## src/verilog/shrp_map.svh

```systemverilog
/*
  constants of the serial host register port: frame layout, register map
  and reset values. assumes inclusion by the package and the port module.
*/
`ifndef SHRP_MAP_SVH
`define SHRP_MAP_SVH

// ------------------------------------------------------------
// frame layout
// ------------------------------------------------------------
`define SHRP_FRAME_CLKS 5'd16
`define SHRP_CMD_CLKS 5'd8
`define SHRP_DATA_W 8
`define SHRP_ADDR_W 7

// ------------------------------------------------------------
// register map
// ------------------------------------------------------------
`define SHRP_REG_NUM 8
`define SHRP_REG_IDX_W 3
`define SHRP_CONFIG_ADDR 7'h00
`define SHRP_STATUS_ADDR 7'h01
`define SHRP_REG_RESET 8'h00
`define SHRP_CFG_LOOP_BIT 0
`define SHRP_CFG_REFSEL_BIT 1
`define SHRP_CFG_CLKOFF_BIT 2

`endif

```

## src/verilog/shrp_pkg.sv

```systemverilog
/*
  types of the serial host register port.
  assumes shrp_map.svh sits on the include path.
*/
`default_nettype none
`include "shrp_map.svh"

package shrp_pkg;
  // ------------------------------------------------------------
  // configuration carried to the transceiver core
  // ------------------------------------------------------------
  typedef struct packed {
    logic tx_source_clock_out_disable;
    logic reference_frequency_select_hi;
    logic loop_timing_no_jitter_atten;
  } shrp_cfg_t;

  // ------------------------------------------------------------
  // frame sequencer states
  // ------------------------------------------------------------
  typedef enum logic [3:0] {
    ST_IDLE = 4'b0001,
    ST_CMD = 4'b0010,
    ST_DATA = 4'b0100,
    ST_DONE = 4'b1000
  } shrp_state_t;
endpackage

`default_nettype wire

```

## src/verilog/shrp_serial_port.sv

```systemverilog
/*
  serial host register port: mode strap, four-wire serial register access,
  configuration source select and open-drain alarm interrupt.
  assumes clk at 20 MHz and a host serial clock far slower (400 ns period);
  every pin passes a two-flop synchroniser before logic reads it.
*/
//
// Overview of operation
// hardware-pin mode when mode select low or floating, host mode when high
// in host mode configuration comes from registers written over the port
// both modes give the same functions; only the configuration source differs; code drives the alarm interrupt only in host mode
// port responds only while chip select low, disabled when it goes high
// serial pins work only in host mode, else they serve pin functions
// host raises chip select after every single access, no bursts
// each complete access spans exactly 16 serial clocks after select low
// serial data in is sampled on every rising serial clock edge
// on reads, data out changes on falling edges 8 to 15, LSB first
// host captures read data on rising edges 9 to 16
// interrupt driven low on any alarm status change, open drain; code drives it only in host mode, never in hardware mode
// interrupt released once the host has read the status register
// first 8 clocks carry read flag and address, last 8 write data LSB first
`timescale 1ns/1ns
`default_nettype none
`include "shrp_map.svh"

module shrp_serial_port
  import shrp_pkg::*;
(
  // clock and reset
  input wire logic clk,
  input wire logic rst,
  // device pins, asynchronous to clk
  input wire logic control_mode_select,
  input wire logic cs_n_pin,
  input wire logic sclk_pin,
  input wire logic sdi_pin,
  output logic sdo_pin,
  output logic int_n_o,
  output logic int_n_oe_n,
  // transceiver core side
  input wire logic [`SHRP_DATA_W-1:0] alarm_status,
  input wire logic pattern_check_error,
  output logic host_mode,
  output shrp_cfg_t cfg
);

  // ------------------------------------------------------------
  // pin synchronisers
  // ------------------------------------------------------------
  logic [3:0] pin_raw;
  logic [3:0] sync1_reg;
  logic [3:0] sync2_reg;
  logic sclk_d_reg;
  assign pin_raw = {control_mode_select, cs_n_pin, sclk_pin, sdi_pin};

  // two flops per pin; only stage two is read by anything
  genvar gi;
  generate
    for (gi = 0; gi < 4; gi++) begin : g_sync
      always_ff @(posedge clk) begin
        sync1_reg[gi] <= rst ? 1'b0 : pin_raw[gi];
        sync2_reg[gi] <= rst ? 1'b0 : sync1_reg[gi];
      end
    end
  endgenerate

  logic mode_s, cs_n_s, sclk_s, sdi_s, sclk_rise, sclk_fall;
  assign mode_s = sync2_reg[3];
  assign cs_n_s = sync2_reg[2];
  assign sclk_s = sync2_reg[1];
  assign sdi_s = sync2_reg[0];
  // edges of the host clock as seen by clk
  assign sclk_rise = sclk_s & ~sclk_d_reg;
  assign sclk_fall = ~sclk_s & sclk_d_reg;
  assign host_mode = mode_s;

  // ------------------------------------------------------------
  // frame sequencer and register file
  // ------------------------------------------------------------
  shrp_state_t state_reg, state_next;
  logic [4:0] cnt_reg, cnt_next;
  logic [7:0] cmd_reg, cmd_next;
  logic [7:0] data_reg, data_next;
  logic [7:0] rd_reg, rd_next;
  logic sdo_reg, sdo_next;
  logic [7:0] regs_reg [`SHRP_REG_NUM];
  logic [7:0] regs_next [`SHRP_REG_NUM];
  logic status_read_done;
  logic [`SHRP_ADDR_W-1:0] addr_now;

  // read value for an address; status reflects live alarms
  function automatic logic [7:0] read_word(input logic [`SHRP_ADDR_W-1:0] a,
                                           input logic [7:0] alarms);
    if (a == `SHRP_STATUS_ADDR) begin
      return alarms;
    end
    return regs_reg[a[`SHRP_REG_IDX_W-1:0]];
  endfunction

  assign addr_now = cmd_reg[7:1];

  // next state: chip select high aborts any frame at once
  always_comb begin
    state_next = state_reg;
    cnt_next = cnt_reg;
    cmd_next = cmd_reg;
    data_next = data_reg;
    rd_next = rd_reg;
    sdo_next = sdo_reg;
    status_read_done = 1'b0;
    for (int i = 0; i < `SHRP_REG_NUM; i++) begin
      regs_next[i] = regs_reg[i];
    end
    if (!mode_s) begin
      // hardware mode: the pin shows the pattern checker flag
      state_next = ST_IDLE;
      cnt_next = 5'd0;
      sdo_next = pattern_check_error;
    end else if (cs_n_s) begin
      state_next = ST_IDLE;
      cnt_next = 5'd0;
      sdo_next = 1'b0;
    end else begin
      unique case (state_reg)
        ST_IDLE: begin
          state_next = ST_CMD;
        end
        ST_CMD: begin
          if (sclk_rise) begin
            // sample on rising edge, flag first then address LSB first
            cmd_next = {sdi_s, cmd_reg[7:1]};
            cnt_next = cnt_reg + 5'd1;
            if (cnt_reg + 5'd1 == `SHRP_CMD_CLKS) begin
              state_next = ST_DATA;
              rd_next = read_word(cmd_next[7:1], alarm_status);
            end
          end
        end
        ST_DATA: begin
          if (sclk_fall && cmd_reg[0]) begin
            sdo_next = rd_reg[cnt_reg[2:0]];
          end
          if (sclk_rise) begin
            data_next = {sdi_s, data_reg[7:1]};
            cnt_next = cnt_reg + 5'd1;
            if (cnt_reg + 5'd1 == `SHRP_FRAME_CLKS) begin
              state_next = ST_DONE;
              if (cmd_reg[0]) begin
                status_read_done = (addr_now == `SHRP_STATUS_ADDR);
              end else if (addr_now != `SHRP_STATUS_ADDR) begin
                regs_next[addr_now[`SHRP_REG_IDX_W-1:0]] = data_next;
              end
            end
          end
        end
        ST_DONE: begin
          // extra clocks are ignored until select rises again
          state_next = ST_DONE;
        end
      endcase
    end
  end

  // register the sequencer
  always_ff @(posedge clk) begin
    if (rst) begin
      state_reg <= ST_IDLE;
      cnt_reg <= 5'd0;
      cmd_reg <= 8'h00;
      data_reg <= 8'h00;
      rd_reg <= 8'h00;
      sdo_reg <= 1'b0;
      sclk_d_reg <= 1'b0;
      for (int i = 0; i < `SHRP_REG_NUM; i++) begin
        regs_reg[i] <= `SHRP_REG_RESET;
      end
    end else begin
      state_reg <= state_next;
      cnt_reg <= cnt_next;
      cmd_reg <= cmd_next;
      data_reg <= data_next;
      rd_reg <= rd_next;
      sdo_reg <= sdo_next;
      sclk_d_reg <= sclk_s;
      for (int i = 0; i < `SHRP_REG_NUM; i++) begin
        regs_reg[i] <= regs_next[i];
      end
    end
  end
  assign sdo_pin = sdo_reg;

  // ------------------------------------------------------------
  // configuration source select
  // ------------------------------------------------------------
  shrp_cfg_t cfg_reg, cfg_next, cfg_pins, cfg_regs;
  // in hardware mode the serial pins carry their strap meanings
  assign cfg_pins = '{tx_source_clock_out_disable: cs_n_s,
                      reference_frequency_select_hi: sclk_s,
                      loop_timing_no_jitter_atten: sdi_s};
  assign cfg_regs = '{
    tx_source_clock_out_disable: regs_reg[0][`SHRP_CFG_CLKOFF_BIT],
    reference_frequency_select_hi: regs_reg[0][`SHRP_CFG_REFSEL_BIT],
    loop_timing_no_jitter_atten: regs_reg[0][`SHRP_CFG_LOOP_BIT]};

  // same fields either way, only the source changes
  always_comb begin
    cfg_next = mode_s ? cfg_regs : cfg_pins;
  end

  always_ff @(posedge clk) begin
    cfg_reg <= rst ? '0 : cfg_next;
  end
  assign cfg = cfg_reg;

  // ------------------------------------------------------------
  // alarm interrupt
  // ------------------------------------------------------------
  logic [7:0] alarm_prev_reg, alarm_prev_next;
  logic int_pend_reg, int_pend_next, alarm_change;

  // a change in the same cycle as the clearing read still wins
  always_comb begin
    alarm_prev_next = alarm_status;
    alarm_change = mode_s && (alarm_status != alarm_prev_reg);
    int_pend_next = mode_s && (alarm_change || (int_pend_reg && !status_read_done));
  end

  always_ff @(posedge clk) begin
    if (rst) begin
      alarm_prev_reg <= 8'h00;
      int_pend_reg <= 1'b0;
    end else begin
      alarm_prev_reg <= alarm_prev_next;
      int_pend_reg <= int_pend_next;
    end
  end
  // open drain: only ever pull low, the board pull-up makes the high
  assign int_n_o = 1'b0;
  assign int_n_oe_n = ~int_pend_reg;
endmodule // shrp_serial_port
`default_nettype wire

```

## config.mk

```make
export PLATFORM = sky130hd
export DESIGN_NAME = shrp_serial_port
export DESIGN_NICKNAME = d
export VERILOG_FILES = /design/src/verilog/shrp_pkg.sv /design/src/verilog/shrp_serial_port.sv
export VERILOG_INCLUDE_DIRS = /design/src /design/src/verilog
export SDC_FILE = /design/constraint.sdc
export NUM_CORES = 1
export LEC_CHECK = 0
export CORE_UTILIZATION = 30
export DETAILED_ROUTE_END_ITERATION = 6
export DONT_BUFFER_PORTS = 1
export SLEW_MARGIN = 30
export SYNTH_ARGS = -nofsm -noshare
export SYNTH_HDL_FRONTEND = slang
export SYNTH_SLANG_ARGS = --single-unit
export TNS_END_PERCENT = 30
```

## constraint.sdc

```tcl
create_clock -name clk -period 2.5 [get_ports clk]
set_input_delay 0.25 -clock clk [delete_from_list [all_inputs] [get_ports clk]]
set_output_delay 0.25 -clock clk [all_outputs]
set_load 0.01 [all_outputs]
```

==> results.json <==
{
  "die_w_um": 134.7,
  "tns_ns": 0,
  "cp_top_family": "simple AND/OR/NAND/NOR gates",
  "status": "finished clean",
  "die_h_um": 134.7,
  "grt_use_total_pct": 14.52,
  "whs_path_depth": 2,
  "htree_num_levels": 4,
  "ys_ff_latch": 121,
  "ys_seq_area_share_pct": 45.88,
  "finalWeightedCongestion": 0.7727,
  "grt_pass1_vias": 3801,
  "r2r_start": "cmd_reg[7]",
  "dp_hpwl_um": 8318,
  "cts_tree": "built",
  "relSlewSlack_pct": 62.22,
  "yosys_warnings": 0,
  "io_buffers": 0,
  "root_buffer": "clkbuf_16",
  "boundaryPins": 22,
  "synth_top_area_share_pct": 45.88,
  "synth.distinct_cells": 51,
  "crit_buf_inv": 0,
  "diodes": 0,
  "path_class": "flip-flop to flip-flop",
  "critPathMaxStageDelay_ns": 0.55,
  "wire_per_inst_um": 16.12,
  "tightest_slew_ns": 0.5524,
  "grt_max_degree": 46,
  "r2r_slack_ns": 0.28,
  "syn_to_final_growth_pct": 18.89,
  "avgSynthCellArea_um2": 9.981,
  "largest_reg_flops": 64,
  "fin_crit_sh_pct": 88.91,
  "cts_sinks": 121,
  "clock_skew_ns": 0.01685,
  "endpoint_kind": "flip-flop",
  "crit_arrival_ns": 2.49,
  "reg2regPathDepth": 5,
  "antenna_found_initial": 0,
  "drt-pass1-iter-count": 4,
  "path_clk_slew_ns": 0.06,
  "synth_area_leaders": "dfxtp_1 46%, mux2i_1 13%, nand2_1 6.8%",
  "slowest_stage": "and4bb_2",
  "rows": 48,
  "clk_path_buf_depth": 2,
  "dieArea_um2": 18130,
  "setup_viol": 0,
  "power_density_nw_per_um2": 742.5,
  "drive_gt1_share_pct": 15.66,
  "grt_setup_unrepaired": "false",
  "finalHoldViolations": 0,
  "start_util_pct": 30.63,
  "vias_per_cell": 4.911,
  "total_leakage_power_uw": 0.002512,
  "grt.overflow.total": 0,
  "hold_start": "rst",
  "wl_um": 12470,
  "async_flop_share_pct": 0,
  "fin_nets": 553,
  "synth_area_leader_cell": "dfxtp_1",
  "antenna_left": 0,
  "synth_edf_count": 0,
  "r2r_end": "rd_reg[2]",
  "finalMaxSlewViolations": 0,
  "maxCapViolations": 0,
  "hold_path.class": "primary input to flip-flop",
  "holdWs_ns": 0.1335,
  "first_iter_violations": 219,
  "period_minus_slack_ns": 2.223,
  "grt_pass1_wl_um": 19960,
  "path_cells": "nor4_2 > and4bb_2 > nor3_1 > a2111oi_0 > a211oi_1",
  "syn_nets": 546,
  "ir_drop_mv": 0.4801,
  "max_freq_mhz": 449.9,
  "cp_data_required_time_ns": 2.77,
  "syn_inst": 529,
  "synth_ff_type": "dfxtp_1",
  "clk_latency_ns": 0.42,
  "start_kind": "flip-flop",
  "synth_area_um2": 5280,
  "dr_total_vias": 3801,
  "coreArea_um2": 17240,
  "drc": 0,
  "min_to": "rd_reg[5]",
  "crit_start": "cmd_reg[7]",
  "cts_made_buffers": 17,
  "cp_max_fo": 16
}
## final cells by class
cell class	count	area [um2]
Clock inverter	11	168.9
Tap cell	225	281.5
Multi-Input combinational cell	362	2665
Inverter	11	41.29
Fill cell	1648	10960
Clock buffer	21	470.5
Timing Repair Buffer	23	227.7
Sequential cell	121	2422
## Yosys cell counts, types with 2 or more instances
cell,count
a2111oi_0,8
a211oi_1,10
a21oi_1,17
a31oi_1,2
and2_1,3
and3_1,2
buf_2,7
buf_4,6
clkbuf_1,21
dfxtp_1,121
ha_1,2
inv_1,11
mux2_2,14
mux2i_1,68
mux4_2,10
nand2_1,96
nand2b_1,5
nand3_1,16
nand4_1,4
nand4_2,3
nand4_4,4
nor2_1,18
nor2b_1,22
nor3_1,12
nor4_1,2
nor4b_1,3
o22ai_1,7
o311a_1,2
xnor2_1,10
xor2_1,2
## placed cells by master (no fill, tap or decap), types with 5 or more instances in the layout
| cell | synthesis | final |
|---|---|---|
| a2111oi_0 | 8 | 8 |
| a211oi_1 | 10 | 10 |
| a21oi_1 | 17 | 17 |
| buf_4 | 6 | 9 |
| clkbuf_16 | 0 | 17 |
| dfxtp_1 | 121 | 121 |
| dlygate4sd3_1 | 0 | 12 |
| inv_1 | 11 | 10 |
| mux2_2 | 14 | 14 |
| mux2i_1 | 68 | 68 |
| mux4_2 | 10 | 10 |
| nand2_1 | 96 | 96 |
| nand2b_1 | 5 | 5 |
| nand3_1 | 16 | 16 |
| nor2_1 | 18 | 18 |
| nor2b_1 | 22 | 22 |
| nor3_1 | 12 | 12 |
| o22ai_1 | 7 | 7 |
| xnor2_1 | 10 | 10 |
## stage by stage
step,std cells,instance area [um2],power (uW),worst slack [ns],util [%]
after floorplan,529,5280,2058,0.6258,-
after detailed placement,729,5492,2062,0.08754,31.86
final,774,6277,4661,0.2772,36.42
after CTS,774,6271,4694,0.06783,36.38
after global placement,729,5492,2059,0.08967,31.86
after global routing,774,6277,4796,0.1621,36.42
## routing by layer
layer / wire length (um) / GRT usage, % / part of all wire, %
met1: 5605 / 17.99 / 45
met2: 6299 / 24.37 / 50
met3: 415 / 3.378 / 3.3
met4: 154 / 5.618 / 1.2
met5: 0 / 0 / 0
## where the power goes
group	leakage [uW]	switching [uW]	internal, uW	total [uW]
registers	0.000979	11.8	1950	1960
clock network	0.000301	869	1740	2610
logic	0.00123	50.5	40.7	91.2
total	0.00251	931	3730	4660
## kinds of logic (layout without fill, tap and decap cells)
kind of cell,count (synthesis),in the layout,share of synthesized area (%)
AOI/OAI and AO/OA,55,55,7.275
xor gates and xnor gates,12,12,1.991
adders and majority gates,2,2,0.4739
buffers and inverters,46,66,4.005
DFF,121,121,45.88
muxes,92,92,20.14
other,1,1,0.07102
and+or+nand+nor,200,200,20.17
## what timing repair did
item | in CTS | in global routing
setup buffers | 0 | 0
endpoints found under the setup margin | 0 | 3
endpoints found under the hold margin | 47 | 0
hold buffers | 13 | 0
gates resized for setup | 0 | 1
## worst register-to-register path, stage by stage (launching register included)
cell       delay [ns]
dfxtp_1          0.33
nor4_2           0.45
and4bb_2         0.55
nor3_1           0.18
a2111oi_0        0.47
a211oi_1         0.10
## worst max path at each step
| stage | end | cells after the start |
|---|---|---|
| 3_3_place_gp | rd_reg[2] | 5 |
| 6_report | rd_reg[2] | 5 |
| 4_1_cts | rd_reg[2] | 5 |
| 5_1_grt | rd_reg[3] | 5 |
| 3_5_place_dp | rd_reg[2] | 5 |
| 2_1_floorplan | regs_reg[5][0] | 8 |
(Power assumes the default switching activity.)
